### config.mk
export PLATFORM = sky130hd
export DESIGN_NAME = sec_ctrl
export DESIGN_NICKNAME = d
export VERILOG_FILES = /design/src/sec_pkg.sv /design/src/sec_ctrl.sv
export SDC_FILE = /design/constraint.sdc
export NUM_CORES = 1
export LEC_CHECK = 0
export BUFFER_PORTS_ARGS = -buffer_cell sky130_fd_sc_hd__buf_4
export CORE_MARGIN = 2
export CORE_UTILIZATION = 45
export DETAILED_ROUTE_END_ITERATION = 16
export PLACE_DENSITY = 0.67
export RECOVER_POWER = 100
export SLEW_MARGIN = 25
export SYNTH_ARGS = -nofsm -noshare
export SYNTH_HDL_FRONTEND = slang
export SYNTH_SLANG_ARGS = --single-unit
### constraint.sdc
create_clock -name CLK_SYS_I -period 3.05 [get_ports CLK_SYS_I]
set_input_delay 0.305 -clock CLK_SYS_I [delete_from_list [all_inputs] [get_ports CLK_SYS_I]]
set_output_delay 0.305 -clock CLK_SYS_I [all_outputs]
set_load 0.01 [all_outputs]
### src/sec_pkg.sv
package sec_pkg;

  // ****************************************
  // Timing
  // ****************************************
  localparam int unsigned SYS_CLK_HZ = 100_000_000;
  localparam int unsigned TWO_WIRE_HZ = 100_000;
  localparam int unsigned THREE_WIRE_HZ = 1_000_000;
  localparam int unsigned NO_RESP_MS = 30;
  localparam int unsigned TWO_WIRE_QTR_CYC = SYS_CLK_HZ / (TWO_WIRE_HZ * 4);
  localparam int unsigned THREE_WIRE_QTR_CYC = SYS_CLK_HZ / (THREE_WIRE_HZ * 4);
  localparam int unsigned NO_RESP_CYC = (SYS_CLK_HZ / 1000) * NO_RESP_MS;
  localparam logic [1:0] STRAP_SETTLE = 2'h3;

  // ****************************************
  // Encodings and reset values
  // ****************************************
  localparam logic [3:0] CTRL_CODE = 4'hA;
  localparam int unsigned ABITS_BASE = 7;
  localparam logic [15:0] LOCATION_RST = 16'h0000;
  localparam logic [7:0] DATA_RST = 8'h00;
  localparam logic [1:0] W3_OP_READ = 2'h2;
  localparam logic [1:0] W3_OP_WRITE = 2'h1;
  localparam logic [1:0] W3_OP_ERASE = 2'h3;
  localparam logic [1:0] W3_OP_MISC = 2'h0;
  localparam logic [1:0] W3_EXT_WREN = 2'h3;
  localparam logic [1:0] W3_EXT_WRDIS = 2'h0;
  localparam logic [1:0] W3_EXT_ERALL = 2'h2;
  localparam logic [1:0] W3_EXT_WRALL = 2'h1;

  typedef enum logic [2:0] {
    CMD_READ = 3'b000, CMD_WRITE_DISABLE = 3'b001, CMD_WRITE_ENABLE = 3'b010, CMD_WRITE = 3'b011,
    CMD_WRITE_ALL = 3'b100, CMD_ERASE_ALL = 3'b101, CMD_ERASE = 3'b110, CMD_RELOAD = 3'b111
  } sec_cmd_t;

  typedef enum logic [2:0] {
    S_IDLE = 3'b000, S_STEP = 3'b001, S_BIT = 3'b010, S_START = 3'b011,
    S_STOP = 3'b100, S_CSOFF = 3'b101, S_POLL = 3'b110, S_END = 3'b111
  } sec_state_t;

endpackage : sec_pkg

### src/sec_ctrl.sv
// Behaviour
// - Type and size taken from straps once
// - Two-wire: open-drain data/clock, unused pins low
// - Three-wire: input only data-in, pull-down, drive others
// - Loader running blocks software command access
// - Three-wire supports all eight commands
// - Two-wire: only read, write, reload run
// - Loader issues read commands only
// - Busy set starts command, hardware clears it
// - Read byte in data register when busy clears
// - No response in 30 ms aborts, flags
// - Loader reads device after reset
// - Two-wire bus clocked at 100 kHz
// - Missing acknowledge aborts and flags
// - All address bits of size range driven
`timescale 1ns/1ps
`default_nettype none
module sec_ctrl import sec_pkg::*; #(
  parameter int unsigned TIMEOUT_CYC = NO_RESP_CYC,
  parameter int unsigned LOAD_BYTES = 16
) (
  input wire logic CLK_SYS_I,
  input wire logic NRST_I,
  input wire logic TYPE_STRAP_I,
  input wire logic [1:0] SIZE_STRAP_I,
  input wire logic CMD_WR_I,
  input wire logic [2:0] CMD_CODE_I,
  input wire logic [15:0] LOCATION_I,
  input wire logic CMD_BUSY_I,
  input wire logic NO_RESP_CLR_I,
  input wire logic DATA_WR_I,
  input wire logic [7:0] DATA_I,
  output logic CMD_BUSY_O,
  output logic NO_RESPONSE_O,
  output logic [2:0] CMD_CODE_O,
  output logic [15:0] LOCATION_O,
  output logic [7:0] DATA_O,
  output logic LOADER_ACTIVE_O,
  output logic LD_WR_O,
  output logic [15:0] LD_ADDR_O,
  output logic [7:0] LD_DATA_O,
  input wire logic TWOWIRE_DATA_PIN_I,
  output logic TWOWIRE_DATA_PIN_O,
  output logic TWOWIRE_DATA_PIN_OE_O,
  output logic TWOWIRE_DATA_PD_EN_O,
  input wire logic TWOWIRE_CLOCK_PIN_I,
  output logic TWOWIRE_CLOCK_PIN_O,
  output logic TWOWIRE_CLOCK_PIN_OE_O,
  output logic CHIP_SELECT_PIN_O,
  output logic CHIP_SELECT_PIN_OE_O,
  output logic SERIAL_OUT_PIN_O,
  output logic SERIAL_OUT_PIN_OE_O
);
  localparam int TMO_W = $clog2(TIMEOUT_CYC + 1);
  localparam logic [TMO_W-1:0] TMO_LAST = TMO_W'(TIMEOUT_CYC - 1);
  localparam logic [15:0] LD_LAST = 16'(LOAD_BYTES - 1);

  logic [4:0] sync1_q, sync2_q;
  logic [1:0] init_q, size_q;
  logic cfg_ok_q, type_q, busy_q, no_resp_q, reload_q, ld_active_q, ld_wr_q;
  logic [2:0] cmd_q;
  logic [15:0] loc_q, addr_q, ld_idx_q, ld_addr_q;
  logic [7:0] data_q, wdat_q, ld_data_q, tcnt_q;
  sec_state_t st_q, step_st_w;
  sec_cmd_t op_q, go_cmd_w;
  logic [3:0] step_q, eff_w;
  logic [1:0] ph_q, w3_op_w, w3_ext_w;
  logic [31:0] sh_q, step_sh_w, w3_word_w;
  logic [4:0] n_q, step_n_w, abits_w, w3_n_w;
  logic [8:0] rx_q;
  logic owner_q, abort_q, chk_q, sda_q, scl_q, cs_q, do_q, step_rx_w;
  logic [TMO_W-1:0] tmo_cnt_q;

  // ****************************************
  // Pin synchronisers and strap capture
  // ****************************************
  always_ff @(posedge CLK_SYS_I or negedge NRST_I) begin
    if (!NRST_I) begin
      sync1_q <= 5'h00;
      sync2_q <= 5'h00;
    end else begin
      sync1_q <= {TWOWIRE_DATA_PIN_I, TWOWIRE_CLOCK_PIN_I, TYPE_STRAP_I, SIZE_STRAP_I};
      sync2_q <= sync1_q;
    end
  end

  wire din_w = sync2_q[4];
  wire scl_in_w = sync2_q[3];
  wire cfg_now_w = !cfg_ok_q && (init_q == STRAP_SETTLE);

  // Straps share pins with the serial bus, so pins stay undriven until captured
  always_ff @(posedge CLK_SYS_I or negedge NRST_I) begin
    if (!NRST_I) begin
      init_q <= 2'h0;
      cfg_ok_q <= 1'b0;
      type_q <= 1'b0;
      size_q <= 2'h0;
    end else if (!cfg_ok_q) begin
      init_q <= init_q + 2'h1;
      if (cfg_now_w) begin
        cfg_ok_q <= 1'b1;
        type_q <= sync2_q[2];
        size_q <= sync2_q[1:0];
      end
    end
  end

  // ****************************************
  // Command decode and arbitration
  // ****************************************
  wire sw_wr_ok_w = CMD_WR_I && !busy_q && !ld_active_q;
  wire sw_start_w = sw_wr_ok_w && CMD_BUSY_I;
  wire eng_idle_w = (st_q == S_IDLE) && cfg_ok_q;
  wire ld_go_w = eng_idle_w && ld_active_q;
  wire sw_go_w = eng_idle_w && busy_q && !ld_active_q && !reload_q;
  wire eng_go_w = ld_go_w || sw_go_w;
  wire eng_end_w = (st_q == S_END);
  assign go_cmd_w = ld_go_w ? CMD_READ : sec_cmd_t'(cmd_q);
  wire legal_w = !type_q || go_cmd_w inside {CMD_READ, CMD_WRITE, CMD_RELOAD};
  wire [7:0] rx_byte_w = type_q ? rx_q[8:1] : rx_q[7:0];
  wire tmo_set_w = eng_end_w && abort_q;
  wire ld_finish_w = eng_end_w && owner_q && (abort_q || ld_idx_q == LD_LAST);
  wire sw_reload_w = eng_end_w && !owner_q && (op_q == CMD_RELOAD);

  always_ff @(posedge CLK_SYS_I or negedge NRST_I) begin
    if (!NRST_I) begin
      cmd_q <= CMD_READ;
      loc_q <= LOCATION_RST;
      busy_q <= 1'b0;
      no_resp_q <= 1'b0;
      data_q <= DATA_RST;
      reload_q <= 1'b0;
    end else begin
      if (sw_wr_ok_w) begin
        cmd_q <= CMD_CODE_I;
        loc_q <= LOCATION_I;
      end
      if (sw_start_w)
        busy_q <= 1'b1;
      else if ((eng_end_w && !owner_q && op_q != CMD_RELOAD) || (reload_q && ld_finish_w))
        busy_q <= 1'b0;
      if (tmo_set_w)
        no_resp_q <= 1'b1;
      else if (sw_start_w || NO_RESP_CLR_I)
        no_resp_q <= 1'b0;
      if (eng_end_w && !owner_q && op_q == CMD_READ && !abort_q)
        data_q <= rx_byte_w;
      else if (DATA_WR_I && !busy_q)
        data_q <= DATA_I;
      if (sw_reload_w)
        reload_q <= 1'b1;
      else if (ld_finish_w)
        reload_q <= 1'b0;
    end
  end

  // ****************************************
  // Configuration loader
  // ****************************************
  always_ff @(posedge CLK_SYS_I or negedge NRST_I) begin
    if (!NRST_I) begin
      ld_active_q <= 1'b0;
      ld_idx_q <= 16'h0000;
      ld_wr_q <= 1'b0;
      ld_addr_q <= 16'h0000;
      ld_data_q <= DATA_RST;
    end else begin
      ld_wr_q <= eng_end_w && owner_q && !abort_q;
      if (cfg_now_w || sw_reload_w) begin
        ld_active_q <= 1'b1;
        ld_idx_q <= 16'h0000;
      end else if (ld_finish_w) begin
        ld_active_q <= 1'b0;
      end else if (eng_end_w && owner_q) begin
        ld_idx_q <= ld_idx_q + 16'h0001;
      end
      if (eng_end_w && owner_q) begin
        ld_addr_q <= ld_idx_q;
        ld_data_q <= rx_byte_w;
      end
    end
  end

  // ****************************************
  // Step table
  // ****************************************
  // Single-byte parts carry the upper location bits in the control byte
  wire [2:0] blk_w = size_q[0] ? 3'h0 : addr_q[10:8];
  wire rd_w = (op_q == CMD_READ);
  wire slow_w = op_q inside {CMD_WRITE, CMD_WRITE_ALL, CMD_ERASE, CMD_ERASE_ALL};
  assign eff_w = (!size_q[0] && step_q >= 4'h2) ? step_q + 4'h1 : step_q;
  assign abits_w = 5'(ABITS_BASE) + {3'h0, size_q};
  assign w3_op_w = rd_w ? W3_OP_READ : (op_q == CMD_WRITE) ? W3_OP_WRITE :
                   (op_q == CMD_ERASE) ? W3_OP_ERASE : W3_OP_MISC;
  assign w3_ext_w = (op_q == CMD_WRITE_ENABLE) ? W3_EXT_WREN : (op_q == CMD_ERASE_ALL) ? W3_EXT_ERALL :
                    (op_q == CMD_WRITE_ALL) ? W3_EXT_WRALL : W3_EXT_WRDIS;
  wire [15:0] addr_al_w = (w3_op_w == W3_OP_MISC) ? {w3_ext_w, 14'h0000} : addr_q << (5'h10 - abits_w);
  assign w3_word_w = {1'b1, w3_op_w, addr_al_w, 13'h0000} | ({wdat_q, 24'h00_0000} >> (5'h03 + abits_w));
  assign w3_n_w = 5'h03 + abits_w + (op_q inside {CMD_WRITE, CMD_WRITE_ALL} ? 5'h08 : 5'h00);

  always_comb begin
    logic [7:0] tx_byte;
    tx_byte = 8'hFF;
    step_st_w = S_END;
    step_rx_w = 1'b0;
    step_n_w = 5'h09;
    if (type_q) begin
      case (eff_w)
        4'h0: step_st_w = S_START;
        4'h1: begin
          step_st_w = S_BIT;
          tx_byte = {CTRL_CODE, blk_w, 1'b0};
        end
        4'h2: begin
          step_st_w = S_BIT;
          tx_byte = addr_q[15:8];
        end
        4'h3: begin
          step_st_w = S_BIT;
          tx_byte = addr_q[7:0];
        end
        4'h4: begin
          step_st_w = rd_w ? S_START : S_BIT;
          tx_byte = rd_w ? 8'hFF : wdat_q;
        end
        4'h5: begin
          step_st_w = rd_w ? S_BIT : S_STOP;
          tx_byte = {CTRL_CODE, blk_w, 1'b1};
        end
        4'h6: begin
          step_st_w = rd_w ? S_BIT : S_END;
          step_rx_w = 1'b1;
        end
        4'h7: step_st_w = rd_w ? S_STOP : S_END;
        default: step_st_w = S_END;
      endcase
      step_sh_w = {tx_byte, 1'b1, 23'h00_0000};
    end else begin
      step_sh_w = w3_word_w;
      step_n_w = w3_n_w;
      case (step_q)
        4'h0: step_st_w = S_BIT;
        4'h1: begin
          step_st_w = rd_w ? S_BIT : S_CSOFF;
          step_rx_w = 1'b1;
          step_n_w = 5'h08;
        end
        4'h2: step_st_w = rd_w ? S_CSOFF : (slow_w ? S_POLL : S_END);
        4'h3: step_st_w = (slow_w && !rd_w) ? S_CSOFF : S_END;
        default: step_st_w = S_END;
      endcase
    end
  end

  // ****************************************
  // Serial engine
  // ****************************************
  wire [7:0] qtr_w = type_q ? 8'(TWO_WIRE_QTR_CYC - 1) : 8'(THREE_WIRE_QTR_CYC - 1);
  wire tick_w = (tcnt_q == 8'h00);
  // A device holding the clock low only stretches the bit; the 30 ms watchdog bounds it
  wire hold_w = type_q && (ph_q == 2'h2) && !scl_in_w && (st_q inside {S_BIT, S_START, S_STOP});
  wire adv_w = tick_w && !hold_w;
  wire expire_w = !(st_q inside {S_IDLE, S_END}) && (tmo_cnt_q == TMO_LAST);

  always_ff @(posedge CLK_SYS_I or negedge NRST_I) begin
    if (!NRST_I) begin
      tcnt_q <= 8'h00;
      tmo_cnt_q <= '0;
    end else begin
      tcnt_q <= adv_w ? qtr_w : (tick_w ? tcnt_q : tcnt_q - 8'h01);
      tmo_cnt_q <= (st_q == S_IDLE) ? '0 : (expire_w ? tmo_cnt_q : tmo_cnt_q + 1'b1);
    end
  end

  always_ff @(posedge CLK_SYS_I or negedge NRST_I) begin
    if (!NRST_I) begin
      st_q <= S_IDLE;
      op_q <= CMD_READ;
      addr_q <= LOCATION_RST;
      wdat_q <= DATA_RST;
      owner_q <= 1'b0;
      abort_q <= 1'b0;
      chk_q <= 1'b0;
      step_q <= 4'h0;
      ph_q <= 2'h0;
      sh_q <= 32'h0000_0000;
      n_q <= 5'h00;
      rx_q <= 9'h000;
      sda_q <= 1'b1;
      scl_q <= 1'b1;
      cs_q <= 1'b0;
      do_q <= 1'b0;
    end else if (expire_w) begin
      abort_q <= 1'b1;
      st_q <= S_END;
    end else begin
      case (st_q)
        S_IDLE: begin
          sda_q <= 1'b1;
          scl_q <= type_q;
          cs_q <= 1'b0;
          if (eng_go_w) begin
            op_q <= go_cmd_w;
            addr_q <= ld_go_w ? ld_idx_q : loc_q;
            wdat_q <= data_q;
            owner_q <= ld_go_w;
            abort_q <= 1'b0;
            step_q <= 4'h0;
            st_q <= (legal_w && go_cmd_w != CMD_RELOAD) ? S_STEP : S_END;
          end
        end
        S_STEP: begin
          ph_q <= 2'h0;
          sh_q <= step_sh_w;
          n_q <= step_n_w;
          chk_q <= type_q && !step_rx_w;
          if (!type_q && step_st_w inside {S_BIT, S_POLL})
            cs_q <= 1'b1;
          st_q <= step_st_w;
        end
        S_BIT: if (adv_w) begin
          ph_q <= ph_q + 2'h1;
          case (ph_q)
            2'h0: begin
              sda_q <= sh_q[31];
              do_q <= sh_q[31];
            end
            2'h1: scl_q <= 1'b1;
            2'h2: begin
              rx_q <= {rx_q[7:0], din_w};
              if (chk_q && n_q == 5'h01 && din_w)
                abort_q <= 1'b1;
            end
            default: begin
              scl_q <= 1'b0;
              sh_q <= {sh_q[30:0], 1'b0};
              n_q <= n_q - 5'h01;
              if (n_q == 5'h01) begin
                step_q <= step_q + 4'h1;
                st_q <= abort_q ? S_STOP : S_STEP;
              end
            end
          endcase
        end
        S_START: if (adv_w) begin
          ph_q <= ph_q + 2'h1;
          case (ph_q)
            2'h0: sda_q <= 1'b1;
            2'h1: scl_q <= 1'b1;
            2'h2: sda_q <= 1'b0;
            default: begin
              scl_q <= 1'b0;
              step_q <= step_q + 4'h1;
              st_q <= S_STEP;
            end
          endcase
        end
        S_STOP: if (adv_w) begin
          ph_q <= ph_q + 2'h1;
          case (ph_q)
            2'h0: sda_q <= 1'b0;
            2'h1: scl_q <= 1'b1;
            2'h2: sda_q <= 1'b1;
            default: begin
              step_q <= step_q + 4'h1;
              st_q <= abort_q ? S_END : S_STEP;
            end
          endcase
        end
        S_CSOFF: if (adv_w) begin
          cs_q <= 1'b0;
          step_q <= step_q + 4'h1;
          st_q <= S_STEP;
        end
        S_POLL: if (adv_w && din_w) begin
          step_q <= step_q + 4'h1;
          st_q <= S_STEP;
        end
        S_END: st_q <= S_IDLE;
        default: st_q <= S_IDLE;
      endcase
    end
  end

  // ****************************************
  // Outputs
  // ****************************************
  assign CMD_BUSY_O = busy_q;
  assign NO_RESPONSE_O = no_resp_q;
  assign CMD_CODE_O = cmd_q;
  assign LOCATION_O = loc_q;
  assign DATA_O = data_q;
  assign LOADER_ACTIVE_O = ld_active_q;
  assign LD_WR_O = ld_wr_q;
  assign LD_ADDR_O = ld_addr_q;
  assign LD_DATA_O = ld_data_q;
  assign TWOWIRE_DATA_PIN_O = 1'b0;
  assign TWOWIRE_DATA_PIN_OE_O = cfg_ok_q && type_q && !sda_q;
  assign TWOWIRE_DATA_PD_EN_O = cfg_ok_q && !type_q;
  assign TWOWIRE_CLOCK_PIN_O = !type_q && scl_q;
  assign TWOWIRE_CLOCK_PIN_OE_O = cfg_ok_q && (!type_q || !scl_q);
  assign CHIP_SELECT_PIN_O = !type_q && cs_q;
  assign CHIP_SELECT_PIN_OE_O = cfg_ok_q;
  assign SERIAL_OUT_PIN_O = !type_q && do_q;
  assign SERIAL_OUT_PIN_OE_O = cfg_ok_q;
endmodule : sec_ctrl
`default_nettype wire

[Yosys cells after proc, flatten, opt, wreduce, memory -nomap -nowiden]
Index checks and enable logic that the tools add are counted.
Storage, ports and cells
  word-level logic and storage cells: 333
  flip-flop bits (word level): 207
Cells by class
  reductions and logical operators: 109
  add/sub/neg operators: 11
  equality and inequality tests: 68
  bitwise operators: 3
  shift operators: 2
  order comparisons: 1
  multiplexer cells: 104
Operators with widths (count)
  $mux 32: 3
  $mux 16: 5
  $pmux 32 s2: 1
  $mux 3: 20
  $mux 8: 7
  $mux 22: 2
  $logic_and 1x1->1: 40
  $mux 4: 10
  $pmux 8 s5: 1
  $ne 3x3->1 const B: 12
  $or 32x32->32: 1
  $shr 32x5->32: 1
  $eq 3x3->1 const B: 10
  $mux 1: 29
  $pmux 3 s8: 1
  $add 22x1->22 const B: 1
  $eq 22x22->1 const B: 1
  $reduce_bool 2->1: 11
  $mux 5: 4
  $ne 2x2->1 const B: 10
  $pmux 4 s5: 1
  $reduce_and 10->1: 2
  $eq 3x2->1 const B: 6
  $mux 2: 9
  46 further kinds: 110

[Longest topological paths before layout]
  word-level depth: 12
  depth in mapped cells: 13
  depth with buffers taken out: 8

[Worst setup path before layout]
Ideal clock, no wire load.
  path type: register -> register
  start: reg size_q[0]
  end: reg sh_q[27]
  period minus slack after synthesis: 3045 ps
  path buffers: 5
  stages on the path, launching flop included: 13
  slack: 5 ps
  arrival time: 2905 ps
  cell sequence: dfrtp_1 > buf_4 > clkbuf_1 > inv_1 > clkbuf_1 > ha_1 > clkbuf_1 > clkbuf_1 > mux4_2 > mux2i_1 > nor2_1 > nor2_1 > o221ai_1
On the way
  word-level cells in the longest chain between the ends: 7
RTL lines
  start, declared: RTL line sec_ctrl.sv:59  | logic [1:0] init_q, size_q;
  start signal, assigned: RTL line sec_ctrl.sv:103  | size_q <= sync2_q[1:0];
  $add 3x2->4 or $logic_not 1->1 (tied branches): RTL line sec_ctrl.sv:192, sec_ctrl.sv:191
  $sub 5x4->5 or $logic_and 1x1->1 (tied branches): RTL line sec_ctrl.sv:197, sec_ctrl.sv:191
  $shl 16x5->16 or $mux 4 (tied branches): RTL line sec_ctrl.sv:197, sec_ctrl.sv:191
  $mux 16, or another cell as far along: RTL line sec_ctrl.sv:197  | wire [15:0] addr_al_w = (w3_op_w == W3_OP_MISC) ? {w3_ext_w, 14'h0000} : addr_q << (5'h10 - abits_w);
  $or 32x32->32 or $pmux 8 s5 (tied branches): RTL line sec_ctrl.sv:198, sec_ctrl.sv:208
  $mux 32 *: RTL line sec_ctrl.sv:207  | if (type_q) begin
  $pmux 32 s2 *: RTL line sec_ctrl.sv:297  | case (st_q)
  end signal, assigned: RTL line sec_ctrl.sv:314  | sh_q <= step_sh_w;
  end signal, assigned: RTL line sec_ctrl.sv:336  | sh_q <= {sh_q[30:0], 1'b0};
  end, declared: RTL line sec_ctrl.sv:68  | logic [31:0] sh_q, step_sh_w, w3_word_w;
Every way passes the cells marked *; elsewhere a longest branch is shown, timed or not.
A chain may end at the register's enable or synchronous reset.

[Worst setup path after layout]
  start: reg st_q[1]
  end: reg rx_q[5]
On the way
  word-level cells in the longest chain between the ends: 6
RTL lines
  start, declared: RTL line sec_ctrl.sv:64  | sec_state_t st_q, step_st_w;
  start signal, assigned: RTL line sec_ctrl.sv:309  | st_q <= (legal_w && go_cmd_w != CMD_RELOAD) ? S_STEP : S_END;
  start signal, assigned: RTL line sec_ctrl.sv:319  | st_q <= step_st_w;
  start signal, assigned: RTL line sec_ctrl.sv:340  | st_q <= abort_q ? S_STOP : S_STEP;
  $eq 3x2->1, or another cell as far along: RTL line sec_ctrl.sv:261, sec_ctrl.sv:297
  $reduce_bool 3->1 or $reduce_bool 2->1 (tied branches): RTL line sec_ctrl.sv:261, sec_ctrl.sv:263
  $logic_and 1x1->1 or $logic_not 1->1 (tied branches): RTL line sec_ctrl.sv:261, sec_ctrl.sv:263
  $logic_not 1->1 or $logic_and 1x1->1 (tied branches): RTL line sec_ctrl.sv:262, sec_ctrl.sv:263
  $logic_and 1x1->1 or $not 1->1 (tied branches)
  $reduce_and 4->1 (no source line) *
  end signal, assigned: RTL line sec_ctrl.sv:330  | rx_q <= {rx_q[7:0], din_w};
  end, declared: RTL line sec_ctrl.sv:70  | logic [8:0] rx_q;
Marked as above.

==> impl_metrics.json <==
{
  "outcome": "finished with violations",
  "violations": "capacitance limit, slew limit",
  "async_reset_ff_frac": 1.000,
  "fin_skew_ns": 0.01351,
  "syn_nets": 1141,
  "antenna_found_initial": 0,
  "switchingPower_uw": 4202,
  "clk_pin_slew_ns": 0.08,
  "netlist_instances": 1084,
  "core_area_mm2": 0.02347,
  "ys_seq_area_frac": 0.4560,
  "pwr-share-seq": 0.386,
  "relSlewSlack": -0.4919,
  "wire_per_inst_um": 18.14,
  "grt_pass1_vias": 8352,
  "gr-usage-all-layers": 0.2250,
  "clk_latency_ns": 0.44,
  "initial_core_util": 0.4584,
  "drive_gt1_frac": 0.1657,
  "start_kind": "register",
  "first_pass_iters": 5,
  "internal_power_uw": 5960,
  "final_cell_mix": "dfrtp_1, nand2_1, o21ai_0, nor2_1",
  "slew_violations": 138,
  "root_buffer": "clkbuf_16",
  "synth-edff-count": 0,
  "num_rows": 56,
  "io_buffers": 100,
  "finalSetupTns_ns": 0,
  "power_density_mw_per_mm2": 832.0,
  "dp_hpwl_um": 19910,
  "worst_pin_slew_ns": 2.238,
  "ir_drop_v": 0.0004079,
  "area_delta_synth_final_pct": 13.50,
  "placed_cell_area_mm2": 0.01192,
  "drt-initial-drc-count": 763,
  "finalCritPeriodShare": 0.9355,
  "period_needed_ns": 2.853,
  "final_area_mm2": 0.01221,
  "synth_area_mm2": 0.01076,
  "wirelength_um": 27350,
  "cts_sinks": 196,
  "p_sw_frac": 0.4135,
  "setup_viol": 0,
  "critical_path_class": "reg -> reg",
  "numCtsBuffers": 17,
  "antennaDiodeCount": 0,
  "dieWidth_um": 158.6,
  "max-cap-violations": 2,
  "cp_max_fo": 11,
  "leakage_uw": 0.005373,
  "setup.worst_path.end_class": "register",
  "worst_ep_arrival_time_ns": 3.18,
  "ys_seq_elements": 196,
  "cts_buffer_depth": 2,
  "cts_tree": "done",
  "yosys_warnings": 0,
  "ys.flop_type": "dfrtp_1",
  "fmax_mhz": 350.5,
  "avgSynthCellArea_um2": 9.926,
  "grt_start_max_net_pins": 90,
  "comb_power_share": 0.393,
  "post_cts_buffers": 0,
  "synthDistinctLibCells": 81,
  "vias": 8666,
  "postRouteAntennaNets": 0,
  "grt_setup_unrepaired": "false",
  "cp.required_ns": 3.38,
  "gp_congestion": 0.9530,
  "ioPinCount": 102,
  "die-area_mm2": 0.02517,
  "clkPwrFrac": 0.221,
  "htreeDepth": 4,
  "drc": 0,
  "hp-class": "in -> reg",
  "final_nets": 1234,
  "hold_viol": 0,
  "fp.dieH_um": 158.6,
  "mostFrequentLayoutCell": "dfrtp_1",
  "grt-ovfl-total": 0,
  "via_per_inst": 5.747,
  "grt_pass1_wl_um": 44470
}
-- path summary, 6_finish.rpt --
path	startpoint	to	slack, ns	cells after the start
setup / recovery	st_q[1]$_DFFE_PN0P_	rx_q[5]$_DFFE_PN0P_	0.20	6
hold / removal	LOCATION_I[0]	LOCATION_O[0]$_DFFE_PN0P_	0.09	2
setup reg to reg	st_q[1]$_DFFE_PN0P_	rx_q[5]$_DFFE_PN0P_	0.20	6
hold reg to reg	sync1_q[4]$_DFF_PN0_	sync2_q[4]$_DFF_PN0_	0.35	0
max in group asynchronous	NRST_I	size_q[1]$_DFFE_PN0P_	0.57	3
min in group asynchronous	NRST_I	tmo_cnt_q[4]$_DFFE_PN0P_	1.07	2
-- registers in the layout, summed over array words and instances (netlist names), 2 cells and up --
register,count
st_q,3
addr_q,16
rx_q,9
size_q,2
ph_q,2
tmo_cnt_q,22
step_q,4
LD_DATA_O,8
LOCATION_O,16
sync1_q,5
DATA_O,8
init_q,2
op_q,3
wdat_q,8
LD_ADDR_O,16
CMD_CODE_O,3
n_q,5
sync2_q,5
ld_idx_q,16
sh_q,21
tcnt_q,8
-- metal layers --
metal	GRT usage	wire length [um]	vias to the layer above
li1	-	-	4097
met1	0.3086	12210	4248
met2	0.3548	12880	276
met3	0.04273	1454	45
met4	0.08580	808	0
met5	0	0	-
-- what timing repair did --
| item | 4_1_cts | 5_1_grt |
|---|---|---|
| hold buffers | 6 | 0 |
| resized for setup | 0 | 2 |
| endpoints found under the setup margin | 0 | 3 |
| endpoints found under the hold margin | 88 | 0 |
-- stage by stage --
| step | power, uW | std cells | worst slack (ns) | util | hold slack, ns |
|---|---|---|---|---|---|
| after global routing | 10850 | 1508 | 0.02907 | 0.5203 | 0.07563 |
| final | 10160 | 1508 | 0.1969 | 0.5203 | 0.09214 |
| after detailed placement | 8044 | 1471 | 0.1418 | 0.5078 | 0.3347 |
| after CTS | 10310 | 1508 | 0.1336 | 0.5352 | 0.07914 |
| after global placement | 7988 | 1471 | 0.2400 | 0.5078 | 0.3355 |
| after floorplan | 6768 | 1084 | 0.004562 | - | 0.009409 |
-- area by class of cell --
type | count | area (um^2)
fillers | 2150 | 11260
well taps | 319 | 399.1
clock inverters | 14 | 156.4
clock buffers | 17 | 425.4
inverters | 26 | 97.59
multi-input cells | 794 | 5400
repair buffers | 142 | 825.8
flip-flops and latches | 196 | 4908
-- power groups by stage --
stage                     Combinational (uW)  Sequential (uW)  Clock, uW
after floorplan                         3080             3690          0
after global placement                  4040             3950          0
after detailed placement                4080             3970          0
after CTS                               4110             3920       2280
after global routing                    4430             4010       2400
final                                   3990             3930       2240
-- worst max-delay path, cell delays in order, from the launching register on --
cell and delay, ns:
dfrtp_1 0.53, and3_1 0.25, clkbuf_1 0.39, or4_1 0.27, nor2_4 0.09, nor3_2 0.78
mux2_2 0.42
-- cells in the mapped netlist, types with 7 or more instances --
master,n,area (um^2)
dfrtp_1,194,4855
nand2_1,113,424.2
o21ai_0,98,490.5
nor2_1,84,315.3
mux2_2,69,777.0
clkbuf_1,44,165.2
mux2i_1,43,430.4
nand3_1,42,210.2
a21oi_1,37,185.2
xor2_1,29,254.0
nor3_1,27,135.1
inv_1,26,97.59
ha_1,19,237.7
nand4_1,16,100.1
nand2b_1,15,93.84
xnor2_1,14,122.6
buf_2,12,60.06
nor4_1,12,75.07
or3_1,10,62.56
mux4_2,9,202.7
o211ai_1,8,60.06
nor2b_1,7,43.79
o22ai_1,7,43.79
o31ai_1,7,52.55
-- kinds of logic after synthesis --
group,count (synthesis),synth area share
flip-flops,196,0.4560
multiplexers,121,0.1310
AO/OA/AOI/OAI,227,0.1347
XOR/XNOR,45,0.03802
buffers and inverters,94,0.03709
other,1,0.0003485
AND/OR/NAND/NOR,381,0.1807
adder cells (fa/ha/maj),19,0.02209
Power figures use the tool's default switching activity.
